`src/pkg/wake_mon_pkg.sv`:
```
// constants for the activity wake-up monitor
package wake_mon_pkg;
   // register offsets
   localparam logic [7:0] dma_enable_off = 8'hE4;
   localparam logic [7:0] area_enable_off = 8'hE5;
   localparam logic [7:0] range_low_off = 8'hE6;
   localparam logic [7:0] range_cfg_off = 8'hE7;
   localparam logic [7:0] strobe_ctrl_off = 8'hEE;
   localparam logic [7:0] status_off = 8'hF0;
   // reset value and write masks
   localparam logic [7:0] reg_reset = 8'h00;
   localparam logic [7:0] dma_valid_mask = 8'hEF;
   localparam logic [7:0] cfg_valid_mask = 8'h73;
   // field positions
   localparam int range_bit = 7;
   localparam int video_bit = 6;
   localparam int display_io_bit = 5;
   localparam int disk_io_bit = 4;
   localparam int floppy_io_bit = 3;
   localparam int keyb_io_bit = 2;
   localparam int claim_bit = 1;
   localparam int master_bit = 0;
   localparam int bm_strobe_bit = 7;
   localparam int dma_strobe_bit = 6;
   localparam int mask_lsb = 4;
   localparam int mask_w = 3;
   localparam int hi_lsb = 0;
   localparam int hi_w = 2;
   // fixed areas
   localparam logic [31:0] video_lo = 32'h000A_0000;
   localparam logic [31:0] video_hi = 32'h000B_FFFF;
   localparam logic [9:0] disp_lo = 10'h3B0;
   localparam logic [9:0] disp_hi = 10'h3DF;
   localparam logic [9:0] disk_lo = 10'h1F0;
   localparam logic [9:0] disk_hi = 10'h1F7;
   localparam logic [9:0] disk_ctl = 10'h3F6;
   localparam logic [9:0] floppy_port = 10'h3F5;
   localparam logic [9:0] keyb_data = 10'h060;
   localparam logic [9:0] keyb_stat = 10'h064;
endpackage : wake_mon_pkg

```
`src/core/port_range_match.sv`:
```
// masked 10-bit i/o port range comparator
`timescale 1ns/1ps
`default_nettype none
module port_range_match #(
   parameter int addr_w = 10,
   parameter int mask_w = 3
) (
   // compare inputs
   input wire logic [addr_w-1:0] port_i,
   input wire logic [addr_w-1:0] base_i,
   input wire logic [mask_w-1:0] mask_n_i,
   // result
   output logic hit_o
);
   logic [addr_w-1:0] care;
   always_comb begin
      for (int i = 0; i < addr_w; i++) begin
         care[i] = (i >= int'(mask_n_i)); // [RULE15]
      end
   end
   assign hit_o = (((port_i ^ base_i) & care) == '0); // [RULE13]
endmodule : port_range_match
`default_nettype wire

```
`src/core/activity_wakeup_monitor.sv`:
```
// activity monitor producing timer reloads and wake-up strobes
//
// Notes on behaviour
// [RULE1] power saving: enabled dma request reloads green event timer; bit 4 reserved
// [RULE2] power saving: enabled dma request pulses strobe when dma strobe enable set
// [RULE3] normal mode: enabled dma request only reloads the timer
// [RULE4] power saving: range hit with bit 7 gives wake-up, reload and strobe
// [RULE5] range from low byte, high bits, mask; normal mode hit only reloads
// [RULE6] power saving: enabled fixed area access gives wake-up, reload and strobe
// [RULE7] normal mode: enabled fixed area access only reloads the timer
// [RULE8] areas: video memory, display i/o, disk i/o, floppy port, keyboard ports
// [RULE9] power saving: device claim with bit 1 gives wake-up, reload, strobe
// [RULE10] normal mode: device claim with bit 1 only reloads
// [RULE11] power saving: master request needs bit 0 and bus master strobe enable
// [RULE12] normal mode: master request with bit 0 only reloads
// [RULE13] range low byte holds port address bits 7..0
// [RULE14] two-bit field supplies port address bits 9..8
// [RULE15] mask field excludes lowest n address bits from comparison
// [RULE16] dma strobe enable bit lets dma requests pulse the strobe
// [RULE17] bus master strobe enable lets master requests pulse the strobe
// [RULE18] i/o hits need i/o cycles, video needs memory cycles; one-cycle pulses
// [RULE19] all enables and range address clear on reset
`timescale 1ns/1ps
`default_nettype none
module activity_wakeup_monitor #(
   parameter int dma_w = 8,
   parameter int addr_w = 32
) (
   // clock, reset, enable
   input wire logic sys_clk_i,
   input wire logic nrst_i,
   input wire logic ce_i,
   // register port
   input wire logic [7:0] reg_addr_i,
   input wire logic [7:0] reg_wdata_i,
   input wire logic reg_wr_i,
   input wire logic reg_rd_i,
   output logic [7:0] reg_rdata_o,
   // mode from power management
   input wire logic power_saving_i,
   // monitored bus activity (pins)
   input wire logic [dma_w-1:0] dma_req_i,
   input wire logic [addr_w-1:0] bus_addr_i,
   input wire logic io_cycle_i,
   input wire logic mem_cycle_i,
   input wire logic local_device_claim_n_i,
   input wire logic local_master_request_n_i,
   // results
   output logic timer_reload_o,
   output logic wakeup_event_o,
   output logic power_port_strobe_o
);
   // register state
   logic [7:0] dma_en_ff;
   logic [7:0] area_en_ff;
   logic [7:0] range_low_ff;
   logic [7:0] range_cfg_ff;
   logic dma_strobe_enable_ff;
   logic bus_master_strobe_enable_ff;
   logic woke_flag_ff;
   logic [7:0] rdata_ff;
   // pin synchronisers: stage one only feeds stage two
   logic [dma_w-1:0] dma_s1_ff, dma_s2_ff, dma_prev_ff;
   logic claim_s1_ff, claim_s2_ff, claim_prev_ff;
   logic mreq_s1_ff, mreq_s2_ff, mreq_prev_ff;
   logic io_s1_ff, io_s2_ff, io_prev_ff;
   logic mem_s1_ff, mem_s2_ff, mem_prev_ff;
   logic [addr_w-1:0] addr_s1_ff, addr_s2_ff;
   // outputs
   logic reload_ff, wake_ff, strobe_ff;

   // write decode
   wire wr_dma = reg_wr_i && (reg_addr_i == wake_mon_pkg::dma_enable_off);
   wire wr_area = reg_wr_i && (reg_addr_i == wake_mon_pkg::area_enable_off);
   wire wr_low = reg_wr_i && (reg_addr_i == wake_mon_pkg::range_low_off);
   wire wr_cfg = reg_wr_i && (reg_addr_i == wake_mon_pkg::range_cfg_off);
   wire wr_ctl = reg_wr_i && (reg_addr_i == wake_mon_pkg::strobe_ctrl_off);
   wire rd_ctl = reg_rd_i && (reg_addr_i == wake_mon_pkg::strobe_ctrl_off);

   // read mux; strobe control reads back the woke flag in bit 7, bit 6 is write only
   wire [7:0] ctl_view = {woke_flag_ff, 7'h00};
   wire [7:0] rd_mux =
      (reg_addr_i == wake_mon_pkg::dma_enable_off) ? dma_en_ff :
      (reg_addr_i == wake_mon_pkg::area_enable_off) ? area_en_ff :
      (reg_addr_i == wake_mon_pkg::range_low_off) ? range_low_ff :
      (reg_addr_i == wake_mon_pkg::range_cfg_off) ? range_cfg_ff :
      (reg_addr_i == wake_mon_pkg::strobe_ctrl_off) ? ctl_view :
      (reg_addr_i == wake_mon_pkg::status_off) ?
         {5'h00, strobe_ff, wake_ff, reload_ff} : wake_mon_pkg::reg_reset;

   // edge detection on synchronised levels so each detection is one pulse
   wire [dma_w-1:0] dma_rise = dma_s2_ff & ~dma_prev_ff;
   wire claim_rise = claim_s2_ff & ~claim_prev_ff;
   wire mreq_rise = mreq_s2_ff & ~mreq_prev_ff;
   wire io_start = io_s2_ff & ~io_prev_ff;
   wire mem_start = mem_s2_ff & ~mem_prev_ff;
   wire [9:0] port = addr_s2_ff[9:0];

   // programmable range
   wire range_hit_raw;
   port_range_match #(
      .addr_w(10),
      .mask_w(wake_mon_pkg::mask_w)
   ) u_range (
      .port_i(port),
      .base_i({range_cfg_ff[wake_mon_pkg::hi_lsb +: wake_mon_pkg::hi_w], range_low_ff}), // [RULE14]
      .mask_n_i(range_cfg_ff[wake_mon_pkg::mask_lsb +: wake_mon_pkg::mask_w]),
      .hit_o(range_hit_raw)
   );

   // fixed areas
   wire video_hit = mem_start && (addr_s2_ff >= wake_mon_pkg::video_lo)
      && (addr_s2_ff <= wake_mon_pkg::video_hi); // [RULE8] [RULE18]
   wire disp_hit = io_start && (port >= wake_mon_pkg::disp_lo) && (port <= wake_mon_pkg::disp_hi);
   wire disk_hit = io_start && (((port >= wake_mon_pkg::disk_lo) && (port <= wake_mon_pkg::disk_hi))
      || (port == wake_mon_pkg::disk_ctl)); // [RULE8]
   wire flop_hit = io_start && (port == wake_mon_pkg::floppy_port);
   wire keyb_hit = io_start && ((port == wake_mon_pkg::keyb_data)
      || (port == wake_mon_pkg::keyb_stat)); // [RULE8]

   // qualified sources
   wire dma_act = |(dma_rise & dma_en_ff); // [RULE1] [RULE3]
   wire range_act = io_start && range_hit_raw && area_en_ff[wake_mon_pkg::range_bit]; // [RULE5]
   wire area_act = (video_hit && area_en_ff[wake_mon_pkg::video_bit])
      || (disp_hit && area_en_ff[wake_mon_pkg::display_io_bit])
      || (disk_hit && area_en_ff[wake_mon_pkg::disk_io_bit])
      || (flop_hit && area_en_ff[wake_mon_pkg::floppy_io_bit])
      || (keyb_hit && area_en_ff[wake_mon_pkg::keyb_io_bit]); // [RULE6] [RULE7]
   wire claim_act = claim_rise && area_en_ff[wake_mon_pkg::claim_bit]; // [RULE9] [RULE10]
   wire mreq_act = mreq_rise && area_en_ff[wake_mon_pkg::master_bit]; // [RULE12]

   // wake-up events only in power saving mode; normal mode only reloads
   wire wake_any = power_saving_i && (range_act || area_act || claim_act
      || (mreq_act && bus_master_strobe_enable_ff)); // [RULE4] [RULE11] [RULE17]
   wire dma_strobe = power_saving_i && dma_act && dma_strobe_enable_ff; // [RULE2] [RULE16]
   wire nxt_reload = dma_act || range_act || area_act || claim_act || mreq_act;
   wire nxt_strobe = wake_any || dma_strobe;
   // woke flag: a new wake wins over the clear-on-read
   wire nxt_woke = wake_any || (woke_flag_ff && !rd_ctl);

   always_ff @(posedge sys_clk_i or negedge nrst_i) begin
      if (!nrst_i) begin
         dma_s1_ff <= '0;
         dma_s2_ff <= '0;
         dma_prev_ff <= '0;
         {claim_s1_ff, claim_s2_ff, claim_prev_ff} <= 3'h0;
         {mreq_s1_ff, mreq_s2_ff, mreq_prev_ff} <= 3'h0;
         {io_s1_ff, io_s2_ff, io_prev_ff} <= 3'h0;
         {mem_s1_ff, mem_s2_ff, mem_prev_ff} <= 3'h0;
         addr_s1_ff <= '0;
         addr_s2_ff <= '0;
      end else if (ce_i) begin
         dma_s1_ff <= dma_req_i;
         dma_s2_ff <= dma_s1_ff;
         dma_prev_ff <= dma_s2_ff;
         claim_s1_ff <= ~local_device_claim_n_i;
         claim_s2_ff <= claim_s1_ff;
         claim_prev_ff <= claim_s2_ff;
         mreq_s1_ff <= ~local_master_request_n_i;
         mreq_s2_ff <= mreq_s1_ff;
         mreq_prev_ff <= mreq_s2_ff;
         io_s1_ff <= io_cycle_i;
         io_s2_ff <= io_s1_ff;
         io_prev_ff <= io_s2_ff;
         mem_s1_ff <= mem_cycle_i;
         mem_s2_ff <= mem_s1_ff;
         mem_prev_ff <= mem_s2_ff;
         addr_s1_ff <= bus_addr_i;
         addr_s2_ff <= addr_s1_ff;
      end
   end

   always_ff @(posedge sys_clk_i or negedge nrst_i) begin
      if (!nrst_i) begin
         dma_en_ff <= wake_mon_pkg::reg_reset; // [RULE19]
         area_en_ff <= wake_mon_pkg::reg_reset;
         range_low_ff <= wake_mon_pkg::reg_reset;
         range_cfg_ff <= wake_mon_pkg::reg_reset;
         dma_strobe_enable_ff <= 1'b0;
         bus_master_strobe_enable_ff <= 1'b0;
      end else if (ce_i) begin
         if (wr_dma) dma_en_ff <= reg_wdata_i & wake_mon_pkg::dma_valid_mask; // [RULE1]
         if (wr_area) area_en_ff <= reg_wdata_i;
         if (wr_low) range_low_ff <= reg_wdata_i; // [RULE13]
         if (wr_cfg) range_cfg_ff <= reg_wdata_i & wake_mon_pkg::cfg_valid_mask;
         if (wr_ctl) begin
            dma_strobe_enable_ff <= reg_wdata_i[wake_mon_pkg::dma_strobe_bit]; // [RULE16]
            bus_master_strobe_enable_ff <= reg_wdata_i[wake_mon_pkg::bm_strobe_bit]; // [RULE17]
         end
      end
   end

   always_ff @(posedge sys_clk_i or negedge nrst_i) begin
      if (!nrst_i) begin
         reload_ff <= 1'b0;
         wake_ff <= 1'b0;
         strobe_ff <= 1'b0;
         woke_flag_ff <= 1'b0;
         rdata_ff <= wake_mon_pkg::reg_reset;
      end else if (ce_i) begin
         reload_ff <= nxt_reload; // [RULE18]
         wake_ff <= wake_any;
         strobe_ff <= nxt_strobe;
         woke_flag_ff <= nxt_woke;
         rdata_ff <= reg_rd_i ? rd_mux : wake_mon_pkg::reg_reset;
      end
   end

   assign timer_reload_o = reload_ff;
   assign wakeup_event_o = wake_ff;
   assign power_port_strobe_o = strobe_ff;
   assign reg_rdata_o = rdata_ff;
endmodule : activity_wakeup_monitor
`default_nettype wire

```
`config.mk`:
```
export PLATFORM = sky130hd
export DESIGN_NAME = activity_wakeup_monitor
export DESIGN_NICKNAME = d
export VERILOG_FILES = /design/src/pkg/wake_mon_pkg.sv /design/src/core/port_range_match.sv /design/src/core/activity_wakeup_monitor.sv
export SDC_FILE = /design/constraint.sdc
export NUM_CORES = 1
export LEC_CHECK = 0
export BUFFER_PORTS_ARGS = -buffer_cell sky130_fd_sc_hd__clkbuf_2
export CAP_MARGIN = 20
export CORE_MARGIN = 1
export CORE_UTILIZATION = 57
export DETAILED_ROUTE_END_ITERATION = 7
export PLACE_DENSITY = 0.87
export SETUP_SLACK_MARGIN = 0.02
export SLEW_MARGIN = 20
export SYNTH_ARGS = -nofsm -noshare
export SYNTH_HDL_FRONTEND = slang
export SYNTH_SLANG_ARGS = --single-unit
```
`constraint.sdc`:
```
create_clock -name sys_clk_i -period 2.34 [get_ports sys_clk_i]
set_clock_uncertainty 0.05 [all_clocks]
set_input_delay 0.468 -clock sys_clk_i [delete_from_list [all_inputs] [get_ports sys_clk_i]]
set_output_delay 0.468 -clock sys_clk_i [all_outputs]
set_load 0.01 [all_outputs]
```
Word level (Yosys, flattened, before mapping)
Index checks and enable logic that the tools add are counted.

Flip-flop bits (word level): 142. Bits of input ports: 66. Output and inout port bits: 11. Word-level logic and storage cells: 124.

Order comparisons: 13. Equality and inequality tests: 10. Muxes and demuxes: 7. Bitwise logic cells: 15. Reduce and logical (&&, ||, !) cells: 51.

Operators with widths (number): 8-bit == test, second input constant (6); 8-bit 2-to-1 mux (6); 32-bit by 20-bit >= comparator with 1-bit output, second input constant (1); 32-bit by 20-bit <= comparator with 1-bit output, second input constant (1); 1-bit logical AND (28); 10-bit == test, second input constant (2); 10-bit by 7-bit == test with 1-bit output, second input constant (2); 8-bit AND (2); 1-bit logical OR (15); 10-bit AND (1); 10-bit >= comparator, second input constant (1); 10-bit by 9-bit >= comparator with 1-bit output, second input constant (1); 10-bit <= comparator, second input constant (1); 10-bit by 9-bit <= comparator with 1-bit output, second input constant (1); 10-bit zero test (1); 2-bit AND reduction (5); 10-bit XOR (1); 3-bit >= comparator, first input constant (3); 8-bit NOT (1); 8-bit OR reduction (1); 1-bit by 3-bit >= comparator with 1-bit output, first input constant (2); 2-bit by 3-bit >= comparator with 1-bit output, first input constant (2); 1-bit NOT (6); 1-bit AND (4); other kinds (2) (2).

Depth between registers and ports, before layout
Gate-level depths: netlist of the first run.

Depth in word-level cells: 14. Mapped depth: 8. Depth with buffers taken out: 6.

Modules after synthesis
Synthesis of the first run repeated with hierarchy kept, for this count alone.

Cells, all modules: 412. Area total of the unflattened synthesis: 5472.7 sq um.

Modules (own cells, without submodules): activity_wakeup_monitor (instances 1, cells an instance 391, area an instance 5320.1 sq um, seq. area each 3128.0 sq um); port_range_match (instances 1, cells an instance 21, area an instance 152.6 sq um, seq. area each 0.0 sq um).

Worst setup path after synthesis of the first run
No wires, ideal clock.

Kind: input port to flip-flop. Start point: in reg_addr_i[4]. End point: reg dma_en_ff[0]. Library setup time: 125 ps. Arrival: 2142 ps. Required time: 2165 ps. Path slack: 23 ps. Cell stages on the path: 8. Path buffers: 3. Cell sequence: nand2b_4 > or3_1 > buf_2 > or3_1 > buf_2 > or2_1 > buf_6 > mux2_4.

Word-level cells in the longest chain between the ends: 3.

Ends and longest elaborated chain: from (decl) (RTL line activity_wakeup_monitor.sv:34) `input wire logic [7:0] reg_addr_i,`; 8-bit == test (RTL line activity_wakeup_monitor.sv:73) `wire wr_dma = reg_wr_i && (reg_addr_i == wake_mon_pkg::dma_enable_off);`; 1-bit logical AND (RTL line activity_wakeup_monitor.sv:73); 2-bit AND reduction (no line); to (signal assigned) (RTL line activity_wakeup_monitor.sv:175) `dma_en_ff <= wake_mon_pkg::reg_reset;`; to (signal assigned) (RTL line activity_wakeup_monitor.sv:182) `if (wr_dma) dma_en_ff <= reg_wdata_i & wake_mon_pkg::dma_valid_mask;`; to (decl) (RTL line activity_wakeup_monitor.sv:54) `logic [7:0] dma_en_ff;`.

No other way between the ends. A chain may end at the register's enable or synchronous reset.

Worst setup path after layout of the first run
Start point: reg area_en_ff[0]. End point: reg wake_ff (netlist: wakeup_event_o).

Word-level cells in the longest chain between the ends: 4.

Ends and longest elaborated chain: from (decl) (RTL line activity_wakeup_monitor.sv:55) `logic [7:0] area_en_ff;`; from (signal assigned) (RTL line activity_wakeup_monitor.sv:176) `area_en_ff <= wake_mon_pkg::reg_reset;`; from (signal assigned) (RTL line activity_wakeup_monitor.sv:183) `if (wr_area) area_en_ff <= reg_wdata_i;`; 1-bit logical AND (RTL line activity_wakeup_monitor.sv:130) `wire mreq_act = mreq_rise && area_en_ff[wake_mon_pkg::master_bit];`; 1-bit logical AND (RTL line activity_wakeup_monitor.sv:134) `|| (mreq_act && bus_master_strobe_enable_ff));`; 1-bit logical OR (RTL line activity_wakeup_monitor.sv:134); 1-bit logical AND (RTL line activity_wakeup_monitor.sv:133) `wire wake_any = power_saving_i && (range_act || area_act || claim_act`; to (signal assigned) (RTL line activity_wakeup_monitor.sv:202) `wake_ff <= wake_any;`; to (decl) (RTL line activity_wakeup_monitor.sv:70) `logic reload_ff, wake_ff, strobe_ff;`.

No other way between the ends.

==> results of run 1 <==
[sequential cells by signal, indices dropped and copies added, names as in the netlist, 5 cells and up]
register,count
dma_en_ff,7
range_cfg_ff,5
area_en_ff,8
reg_rdata_o,8
addr_s1_ff,25
dma_s1_ff,7
dma_s2_ff,7
range_low_ff,8
addr_s2_ff,25
dma_prev_ff,7
[Yosys cell counts (2+ instances only)]
| library cell | count |
|---|---|
| nor4b_1 | 3 |
| nand3_1 | 6 |
| and2b_1 | 2 |
| xnor2_1 | 10 |
| a31oi_1 | 3 |
| inv_1 | 17 |
| nand2_1 | 19 |
| o21ai_0 | 15 |
| mux2_4 | 7 |
| mux2i_1 | 4 |
| a21oi_1 | 10 |
| and3_1 | 3 |
| mux2_2 | 102 |
| buf_1 | 4 |
| clkbuf_1 | 12 |
| nor4_1 | 2 |
| o32ai_1 | 2 |
| or4_1 | 2 |
| nand4_1 | 3 |
| o211ai_1 | 2 |
| nor3b_1 | 2 |
| nor2_1 | 12 |
| o22ai_1 | 6 |
| dfrtp_1 | 125 |
| o221ai_1 | 2 |
| or3_1 | 4 |
| buf_2 | 2 |
| nand2b_1 | 3 |
| nand3b_1 | 10 |
| nor3_1 | 7 |
| o22a_1 | 3 |
| nor2b_1 | 5 |
[cell families (layout without fill, tap and decap cells)]
kind of cell              Yosys count  after routing
DFF                               125            125
muxes                             113            113
and+or+nand+nor                    91             91
AOI/OAI and AO/OA                  49             49
buffers and inverters              36            133
xor gates and xnor gates           10             10
[worst max-delay path, cell delays in order, from the launching register on]
cell	delay, ns
dfrtp_1	0.40
and4b_1	0.21
a31oi_1	0.13
a21bo_2	0.25
or4_1	0.51
o221ai_1	0.29
o21ai_0	0.15
[final cells by class]
class	instances	share of cell area, %
clock buffers	19	6.479
clock inverters	11	1.822
inverters	17	0.9577
multi-input cells	263	33.37
flip-flops and latches	125	46.95
well taps	129	2.423
repair buffers	86	8.000
[how the worst max path moves through the flow]
stage / start / end / slack [ns] / cells after the start
after global placement: reg_addr_i[4] / dma_en_ff[7] / 0.05 / 6
final: area_en_ff[0] / wakeup_event_o / 0.21 / 6
after CTS: area_en_ff[0] / wakeup_event_o / 0.23 / 6
after detailed placement: reg_addr_i[4] / dma_en_ff[0] / 0.05 / 6
after floorplan: reg_addr_i[4] / dma_en_ff[0] / 0.02 / 8
after global routing: area_en_ff[0] / wakeup_event_o / 0.1 / 6
[per-layer routing]
layer | part of all wire [%] | GRT usage [%] | vias to the layer above
li1 | - | - | 1705
met1 | 43 | 33.08 | 1838
met2 | 50 | 43.31 | 115
met3 | 4.9 | 6.267 | 19
met4 | 2.4 | 10.48 | 0
met5 | 0 | 0 | -
[cell usage in the layout, fill, tap and decap left out, types with 5 or more instances in the layout]
master     count
nand2_1       19
inv_1         17
nand3b_1      10
mux2_2       102
clkbuf_16     16
buf_4         15
mux2_4         7
nor2b_1        5
clkbuf_2      66
dfrtp_1      125
nor3_1         7
a21oi_1       10
nand3_1        6
nor2_1        12
xnor2_1       10
o22ai_1        6
o21ai_0       15
[power by group through the flow]
stage / combinational, mW / sequential [mW] / clock [mW]
2_1_floorplan: 0.344 / 2.51 / 0
3_3_place_gp: 0.498 / 2.55 / 0
3_5_place_dp: 0.520 / 2.56 / 0
4_1_cts: 0.531 / 2.53 / 2.47
5_1_grt: 0.576 / 2.56 / 2.58
6_report: 0.525 / 2.53 / 2.45
==> impl_metrics.py, run 1 <==
metrics = {
    "final_layout": {
        "nFillCells": 638,
        "regArea_um2": 3128,
        "drive_above_1_share_pct": 43.38,
        "multi_input_area_um2": 2223,
        "antenna_cells": 0,
        "syn2layout_area_growth_pct": 21.22,
        "finalNonFillerCells": 650,
        "nNetsFinal": 576,
        "final_core_util_pct": 71.77,
        "final_cell_area_um2": 6663,
    },
    "global_routing": {
        "grt_use_total_pct": 26.07,
        "grt_max_degree": 62,
        "grt.overflow.total": 0,
        "grt_pass1_wl_um": 19410,
        "grt_pass1_vias": 3898,
        "antenna_found_initial": 0,
    },
    "die": {
        "fp-row-count": 35,
        "die_x_um": 100.2,
        "start_util_pct": 59.20,
        "dieHeight_um": 100.2,
        "pin_count": 77,
        "die_area_um2": 10040,
        "core_area_um2": 9284,
    },
    "synthesis": {
        "synth_compound_area_share_pct": 5.645,
        "synth.net_count": 490,
        "synthMuxAreaShare_pct": 23.54,
        "synthTopCellsByArea": "dfrtp_1 (57%), mux2_2 (21%), mux2_4 (1.9%)",
        "synth-seq-cells": 125,
        "yosysUniqueCellTypes": 47,
        "yosys.area_share.xor_xnor_pct": 1.593,
        "synth_top_family_by_area": "multiplexers",
        "synthAdderAreaFrac_pct": 0,
        "syn_area_um2": 5497,
        "seq_area_frac_synth_pct": 56.91,
        "yosys_warnings": 0,
        "synthArstFlopShare_pct": 100.0,
        "netlist.area_leader.share_pct": 56.91,
        "yosysTopAreaCell": "dfrtp_1",
        "synthCells": 424,
        "synth-simple-area-share_pct": 9.674,
        "synth_edf_count": 0,
        "synthFlopType": "dfrtp_1",
        "syn_avg_cell_area_um2": 12.96,
    },
    "detailed_routing": {
        "vias": 3677,
        "ant_nets": 0,
        "avgRoutedWirePerCell_um": 18.03,
        "drc": 0,
        "drt_iter0_drc": 147,
        "vias_per_cell": 5.657,
        "drt_wl_total_um": 11720,
        "dr.pass1.iters": 4,
    },
    "outcome": {
        "status": "complete, no violations",
    },
    "timing": {
        "hold_viol": 0,
        "rsz0062_at_grt": "false",
        "worstMarginPinSlew_ns": 0.5275,
        "drv_slew": 0,
        "finalSetupTns_ns": 0,
        "min_period_over_period_pct": 91.20,
        "max-slew-margin-rel_pct": 64.34,
        "min_period_ns": 2.134,
        "setup_violations": 0,
        "hold_slack_ns": 0.09634,
        "fmax_mhz": 468.6,
        "final.setup.worst_slack_ns": 0.2060,
    },
    "power_and_ir_drop": {
        "p_comb_share_pct": 9.5,
        "irDropWorstVdd_uv": 509.1,
        "finalPower_mw": 5.501,
        "p_int_mw": 4.202,
        "power.density_nw_per_um2": 825.6,
        "p_leak_nw": 3.048,
        "swShare_pct": 23.61,
        "pwr-share-seq_pct": 46.0,
        "switchingPower_mw": 1.299,
        "pwr-share-clk_pct": 44.5,
    },
    "place": {
        "portBuffers": 68,
        "place_congestion": 0.8883,
        "hpwlAfterDp_um": 8145,
        "dp_cells": 619,
        "pre_cts_ws_ns": 0.04773,
        "place_area_um2": 6100,
    },
    "clock_tree": {
        "clock_latency_ns": 0.51,
        "clk_path_buf_depth": 2,
        "postCtsHoldBufs": 1,
        "cts_tree": "built",
        "htree_levels": 4,
        "clkTransAtPathRegs_ns": 0.06,
        "cts.repair.resized": 0,
        "cts_root_buf": "clkbuf_8",
        "clkSinkCount": 125,
        "cts_setup_buffers": 0,
        "numCtsBuffers": 17,
    },
    "setup_path": {
        "crit_required_ns": 2.66,
        "rrSetupSlack_ns": 0.21,
        "arrival_ns": 2.45,
        "critical_path.startpoint_type": "flip-flop",
        "worst-setup-path-type": "reg2reg",
        "rr_endpoint": "wakeup_event_o",
        "r2r-start": "area_en_ff[0]",
        "reg2reg_depth": 6,
        "crit_path_max_fanout": 4,
        "cp-end-kind": "flip-flop",
    },
    "hold_path": {
        "min_to": "mreq_s1_ff",
        "hold_class": "in2reg",
        "min-delay-start": "local_master_request_n_i",
        "min_path_cells": 2,
    },
    "job": {
        "drv_cap": 0,
    },
}
No activity file was read; power rests on OpenSTA's default activity.
==> run 2: changes to the inputs <==
--- a/config.mk
+++ b/config.mk
@@ -7,8 +7,10 @@
 export LEC_CHECK = 0
 export BUFFER_PORTS_ARGS = -buffer_cell sky130_fd_sc_hd__clkbuf_2
 export CAP_MARGIN = 20
+export CELL_PAD_IN_SITES_DETAIL_PLACEMENT = 0
+export CELL_PAD_IN_SITES_GLOBAL_PLACEMENT = 2
 export CORE_MARGIN = 1
-export CORE_UTILIZATION = 57
+export CORE_UTILIZATION = 39
 export DETAILED_ROUTE_END_ITERATION = 7
 export PLACE_DENSITY = 0.87
 export SETUP_SLACK_MARGIN = 0.02
==> run 2 against run 1 <==
  * The flow now finishes with violations (negative hold slack)
  * Wire length increased by 1.3%
  * Maximum frequency grew 0.51%
  * Combinational power decreased by 2%
  * Sequential power about the same
  * Core utilization fell by 23 points
  * Power grew 4.7%
==> impl_metrics.py, run 2 (synthesis results as in run 1) <==
metrics = {
    "place": {
        "hpwlAfterDp_um": 8612,
        "dp_cells": 673,
        "portBuffers": 68,
        "place_congestion": 0.8173,
    },
    "power_and_ir_drop": {
        "power.density_nw_per_um2": 848.1,
        "pwr-share-clk_pct": 47.2,
        "switchingPower_mw": 1.320,
        "p_leak_nw": 3.079,
        "irDropWorstVdd_uv": 496.8,
        "pwr-share-seq_pct": 43.9,
        "swShare_pct": 22.92,
        "finalPower_mw": 5.758,
        "p_int_mw": 4.438,
        "p_comb_share_pct": 8.9,
    },
    "setup_path": {
        "crit_required_ns": 2.62,
        "arrival_ns": 2.41,
        "cp-end-kind": "flip-flop",
        "critical_path.startpoint_type": "flip-flop",
        "reg2reg_depth": 8,
        "crit_path_max_fanout": 3,
        "worst-setup-path-type": "reg2reg",
    },
    "final_layout": {
        "nFillCells": 1240,
        "syn2layout_area_growth_pct": 23.51,
        "antenna_cells": 0,
        "finalNonFillerCells": 705,
        "drive_above_1_share_pct": 44.19,
        "final_common_cell": "dfrtp_1",
        "top_regs": "addr_s1_ff: 25 flops, addr_s2_ff: 25 flops",
        "mostFrequentLayoutCells": "dfrtp_1 (125), mux2_2 (102), clkbuf_2 (66)",
        "nNetsFinal": 578,
    },
    "die": {
        "fp-row-count": 43,
        "core_area_um2": 13830,
        "pin_count": 77,
        "die_area_um2": 14570,
        "start_util_pct": 39.75,
        "dieHeight_um": 120.7,
        "die_x_um": 120.7,
    },
    "detailed_routing": {
        "dr.pass1.iters": 4,
        "drt_wl_total_um": 11870,
        "vias": 3610,
        "ant_nets": 0,
        "drc": 0,
        "avgRoutedWirePerCell_um": 16.84,
        "drt_iter0_drc": 192,
        "vias_per_cell": 5.121,
    },
    "global_routing": {
        "grt_pass1_wl_um": 19350,
        "grt.overflow.total": 0,
        "grt_pass1_vias": 3681,
        "grt_max_degree": 46,
        "grt_use_total_pct": 17.88,
        "antenna_found_initial": 0,
    },
    "clock_tree": {
        "cts_setup_buffers": 0,
        "cts_root_buf": "clkbuf_16",
        "clkTransAtPathRegs_ns": 0.06,
        "clkSinkCount": 125,
        "postCtsHoldBufs": 0,
        "numCtsBuffers": 17,
        "clk_path_buf_depth": 2,
        "htree_levels": 4,
        "cts.repair.resized": 0,
        "clock_latency_ns": 0.41,
        "cts_tree": "built",
    },
    "timing": {
        "hold_slack_ns": -0.002516,
        "rsz0062_at_grt": "false",
        "min_period_over_period_pct": 90.73,
        "min_period_ns": 2.123,
        "hold_viol": 2,
        "setup_violations": 0,
        "finalSetupTns_ns": 0,
        "drv_slew": 0,
        "worstMarginPinSlew_ns": 0.5492,
        "max-slew-margin-rel_pct": 62.44,
        "fmax_mhz": 471.0,
    },
    "outcome": {
        "status": "complete, but fails checks",
        "violations": "negative hold slack",
    },
    "hold_path": {
        "hold_class": "in2async",
    },
    "job": {
        "drv_cap": 0,
    },
}
[run 2: cell types whose count changed in the layout (fill, tap and decap cells not counted), sizes merged]
| cell | previous run | this run |
|---|---|---|
| buf | 19 | 22 |
| clkinv | 7 | 5 |
| bufinv | 2 | 3 |
| clkbuf | 85 | 86 |
| clkinvlp | 2 | 3 |
| dlygate4sd3 | 1 | 0 |
| inv | 17 | 18 |
[run 2: path summary, 6_finish.rpt]
path | start | end | slack [ns]
min in group sys_clk_i | local_device_claim_n_i | claim_s1_ff | 0.18
min reg2reg | dma_prev_ff[6] | dma_prev_ff[6] | 0.45
max | range_low_ff[4] | wakeup_event_o | 0.22
max reg2reg | range_low_ff[4] | wakeup_event_o | 0.22
max in group asynchronous | nrst_i | dma_s1_ff[3] | 1.60
min | nrst_i | range_cfg_ff[1] | -0.003
[run 2: final cells by class]
cell class / instances / area, um^2 / share of cell area [%]
Tap cell: 180 / 225.2 / 3.317
Multi-Input combinational cell: 263 / 2223 / 32.75
Clock inverter: 12 / 161.4 / 2.377
Timing Repair Buffer: 88 / 520.5 / 7.667
Sequential cell: 125 / 3128 / 46.07
Inverter: 17 / 63.81 / 0.9399
Clock buffer: 20 / 466.7 / 6.874
[run 2: power groups by stage]
| stage | clock network (mW) | logic [mW] | registers [mW] |
|---|---|---|---|
| 2_1_floorplan | 0 | 0.344 | 2.51 |
| 3_3_place_gp | 0 | 0.504 | 2.55 |
| 3_5_place_dp | 0 | 0.519 | 2.57 |
| 4_1_cts | 2.78 | 0.522 | 2.53 |
| 5_1_grt | 2.87 | 0.567 | 2.56 |
| 6_report | 2.72 | 0.513 | 2.53 |
[run 2: worst max-delay path, stage by stage (launching register included)]
cell and delay (ns):
dfrtp_1 0.43, xnor2_1 0.23, o22a_1 0.17, a31oi_1 0.07, a2111oi_0 0.54, buf_4 0.21, o221ai_1 0.11, buf_4 0.16
o21ai_0 0.06
[run 2: layer usage]
metal | routed length, um | track usage, %
met1 | 5768 | 24.62
met2 | 5517 | 27.19
met3 | 422 | 4.198
met4 | 165 | 7.176
met5 | 0 | 0
[run 2: stage by stage]
step / util [%] / setup WS [ns] / cell area (um^2)
after CTS: 49.10 / 0.1876 / 6789
final: 49.10 / 0.2169 / 6789
after global placement: 44.56 / 0.003171 / 6161
after floorplan: - / 0.02327 / 5497
after global routing: 49.10 / 0.1336 / 6789
after detailed placement: 44.56 / -0.02469 / 6161
==> run 3: changes to the inputs <==
--- a/config.mk
+++ b/config.mk
@@ -12,9 +12,12 @@
 export CORE_MARGIN = 1
 export CORE_UTILIZATION = 39
 export DETAILED_ROUTE_END_ITERATION = 7
+export GPL_TIMING_DRIVEN = 0
 export PLACE_DENSITY = 0.87
+export REMOVE_ABC_BUFFERS = 1
 export SETUP_SLACK_MARGIN = 0.02
 export SLEW_MARGIN = 20
 export SYNTH_ARGS = -nofsm -noshare
 export SYNTH_HDL_FRONTEND = slang
+export SYNTH_HIERARCHICAL = 1
 export SYNTH_SLANG_ARGS = --single-unit
==> run 3 against run 2 <==
  * The run now ends clean
  * Global-route usage fell by 1.1 points
  * Sequential power barely moved
  * Clock-buffer cell count rose by 4
  * Via count fell by 3.7%
  * Sequential share of layout area rose by 1.0 points
  * First-iteration DRC count rose by 29%
  * Flip-flop and latch count did not move
  * Highest routed layer unchanged
  * Cell count fell by 5.0%
  * Design area fell by 2.2%
  * Clock power barely moved
  * Worst hold slack improved by 0.047 ns
  * Critical path depth did not move
  * Critical endpoint is now power_port_strobe_o
==> impl_metrics.py, run 3 <==
metrics = {
    "outcome": {
        "status": "complete, no violations",
    },
    "setup_path": {
        "reg2reg_depth": 8,
        "r2r-start": "range_low_ff[6]",
        "rr_endpoint": "power_port_strobe_o",
        "crit_end": "power_port_strobe_o",
        "worst-setup-path-type": "reg2reg",
        "cp-end-kind": "flip-flop",
        "crit_required_ns": 2.54,
        "critical_path.startpoint_type": "flip-flop",
        "arrival_ns": 2.39,
        "critPathSlowestCell": "nor4_1",
        "crit_path_max_fanout": 3,
        "rrSetupSlack_ns": 0.15,
        "path_cells": "xor2_1 -> a2111oi_1 -> o21ai_1 -> a211oi_2 -> a31oi_1 -> o211ai_1 -> nor4_1 -> a22oi_1",
        "slowest_delay_ns": 0.43,
        "crit_start": "range_low_ff[6]",
    },
    "final_layout": {
        "final_core_util_pct": 49.38,
        "regArea_um2": 3128,
        "nNetsFinal": 548,
        "top_regs": "addr_s1_ff: 25 flops, addr_s2_ff: 25 flops",
        "mostFrequentLayoutCells": "dfrtp_1 (125), mux2_2 (112), clkbuf_2 (66)",
        "syn2layout_area_growth_pct": 21.38,
        "multi_input_area_um2": 2220,
        "drive_above_1_share_pct": 43.72,
        "final_common_cell": "dfrtp_1",
        "antenna_cells": 0,
        "nFillCells": 1222,
    },
    "detailed_routing": {
        "vias_per_cell": 5.188,
        "dr.pass1.iters": 4,
        "drt_wl_total_um": 10930,
        "drc": 0,
        "ant_nets": 0,
        "drt_iter0_drc": 248,
        "avgRoutedWirePerCell_um": 16.32,
        "vias": 3476,
    },
    "synthesis": {
        "yosysTopAreaCell": "dfrtp_1",
        "synthArstFlopShare_pct": 100.0,
        "seq_area_frac_synth_pct": 57.16,
        "yosysUniqueCellTypes": 47,
        "syn_avg_cell_area_um2": 13.28,
        "synthFlopType": "dfrtp_1",
        "synthCells": 412,
        "synthTopCellsByArea": "dfrtp_1 (57%), mux2_2 (23%), mux2i_1 (1.3%)",
        "synth_common_cells": "dfrtp_1 (125), mux2_2 (112), nand2_1 (16)",
        "synth_edf_count": 0,
        "synth-seq-cells": 125,
        "yosys_warnings": 6,
        "netlist.area_leader.share_pct": 57.16,
        "synthMostInstantiatedCell": "dfrtp_1",
        "syn_area_um2": 5473,
    },
    "die": {
        "dieHeight_um": 120.5,
        "core_area_um2": 13450,
        "start_util_pct": 40.68,
        "pin_count": 77,
        "fp-row-count": 42,
        "die_x_um": 120.5,
        "die_area_um2": 14510,
    },
    "place": {
        "place_congestion": 0.8054,
        "portBuffers": 68,
        "hpwlAfterDp_um": 7621,
    },
    "clock_tree": {
        "clkTransAtPathRegs_ns": 0.05,
        "clock_latency_ns": 0.41,
        "htree_levels": 4,
        "postCtsHoldBufs": 0,
        "numCtsBuffers": 17,
        "cts_setup_buffers": 0,
        "cts_root_buf": "clkbuf_16",
        "cts_tree": "built",
        "clkSinkCount": 125,
        "clk_path_buf_depth": 2,
    },
    "power_and_ir_drop": {
        "p_leak_nw": 2.991,
        "swShare_pct": 21.28,
        "p_comb_share_pct": 8.4,
        "p_int_mw": 4.506,
        "power.density_nw_per_um2": 861.7,
        "irDropWorstVdd_uv": 587.6,
        "pwr-share-clk_pct": 47.6,
        "pwr-share-seq_pct": 44.0,
        "switchingPower_mw": 1.218,
    },
    "timing": {
        "worstMarginPinSlew_ns": 0.6211,
        "drv_slew": 0,
        "finalSetupTns_ns": 0,
        "rsz0062_at_grt": "false",
        "min_period_ns": 2.189,
        "setup_violations": 0,
        "max-slew-margin-rel_pct": 58.59,
        "hold_viol": 0,
        "min_period_over_period_pct": 93.55,
        "fmax_mhz": 456.8,
    },
    "hold_path": {
        "hold_class": "in2async",
    },
    "global_routing": {
        "grt_max_degree": 104,
        "grt_pass1_vias": 3585,
        "grt.overflow.total": 0,
        "grt_pass1_wl_um": 18550,
        "grt_use_total_pct": 16.81,
        "antenna_found_initial": 0,
    },
    "job": {
        "drv_cap": 0,
    },
}
run 3: changes by cell type after synthesis, moves of 4 or more:
| cell | before | now |
|---|---|---|
| buf_2 | 2 | 8 |
| clkbuf_1 | 12 | 8 |
| o21ai_0 | 15 | 7 |
| mux2_2 | 102 | 112 |
| inv_1 | 17 | 12 |
| nor3_1 | 7 | 2 |
| a22oi_1 | 1 | 5 |
| xor2_1 | 0 | 8 |
| xnor2_1 | 10 | 2 |
| mux2_4 | 7 | 0 |
run 3: cells by family (layout without fill, tap and decap cells):
kind of cell,count (synthesis),after routing,synth area share (%)
compound gates,45,45,5.601
flops,125,125,57.16
buf+inv,31,113,2.332
xor+xnor,10,10,1.600
simple gates,82,82,8.985
mux,119,119,24.33
run 3: stage by stage:
step	cell area (um^2)	hold slack, ns	setup slack [ns]	total power [mW]	instances
6_report	6643	0.04407	0.1509	5.724	670
5_1_grt	6643	0.08334	0.02603	5.968	670
4_1_cts	6640	0.06214	0.1165	5.792	670
3_5_place_dp	6023	0.4364	-0.3040	3.045	639
3_3_place_gp	5951	0.4314	-1.514	3.015	637
2_1_floorplan	5390	0.1224	0.3038	2.800	393
run 3: worst min-delay path by stage:
stage                                 to
after global routing      addr_s2_ff[25]
final                     addr_s1_ff[25]
after detailed placement  addr_s2_ff[18]
after floorplan            addr_s1_ff[0]
after CTS                 addr_s2_ff[30]
after global placement    dma_prev_ff[5]
run 3: worst max-delay path: cells and delay by family, from the launching register on:
kind | cells | cell delay (ns)
flops | 1 | 0.41
xor+xnor | 1 | 0.27
simple gates | 1 | 0.43
compound gates | 6 | 0.87
run 3: what timing repair did:
action | in CTS | in global routing
endpoints found under the setup margin | 0 | 8
endpoints found under the hold margin | 0 | 0
resized for setup | 0 | 1
run 3: metal layers:
layer	vias up	part of all wire, %	GRT usage (%)
met2	97	46	24.64
met5	-	0	0
met4	0	1.7	8.025
li1	1640	-	-
met3	14	6.9	5.943
met1	1725	46	22.13
run 3: power by group through the flow:
stage	sequential, mW	combinational, mW	clock [mW]
floorplan	2.50	0.295	0
global placement	2.55	0.469	0
detailed placement	2.56	0.489	0
CTS	2.52	0.491	2.78
global route	2.55	0.533	2.88
finish	2.52	0.481	2.72
run 3: layout make-up:
type                            instances  share of cell area (%)
Sequential cell                       125                   47.09
Multi-Input combinational cell        256                   33.41
Clock buffer                           24                   7.252
Timing Repair Buffer                   70                   6.216
Tap cell                              176                   3.315
Clock inverter                          7                   2.034
Inverter                               12                  0.6781
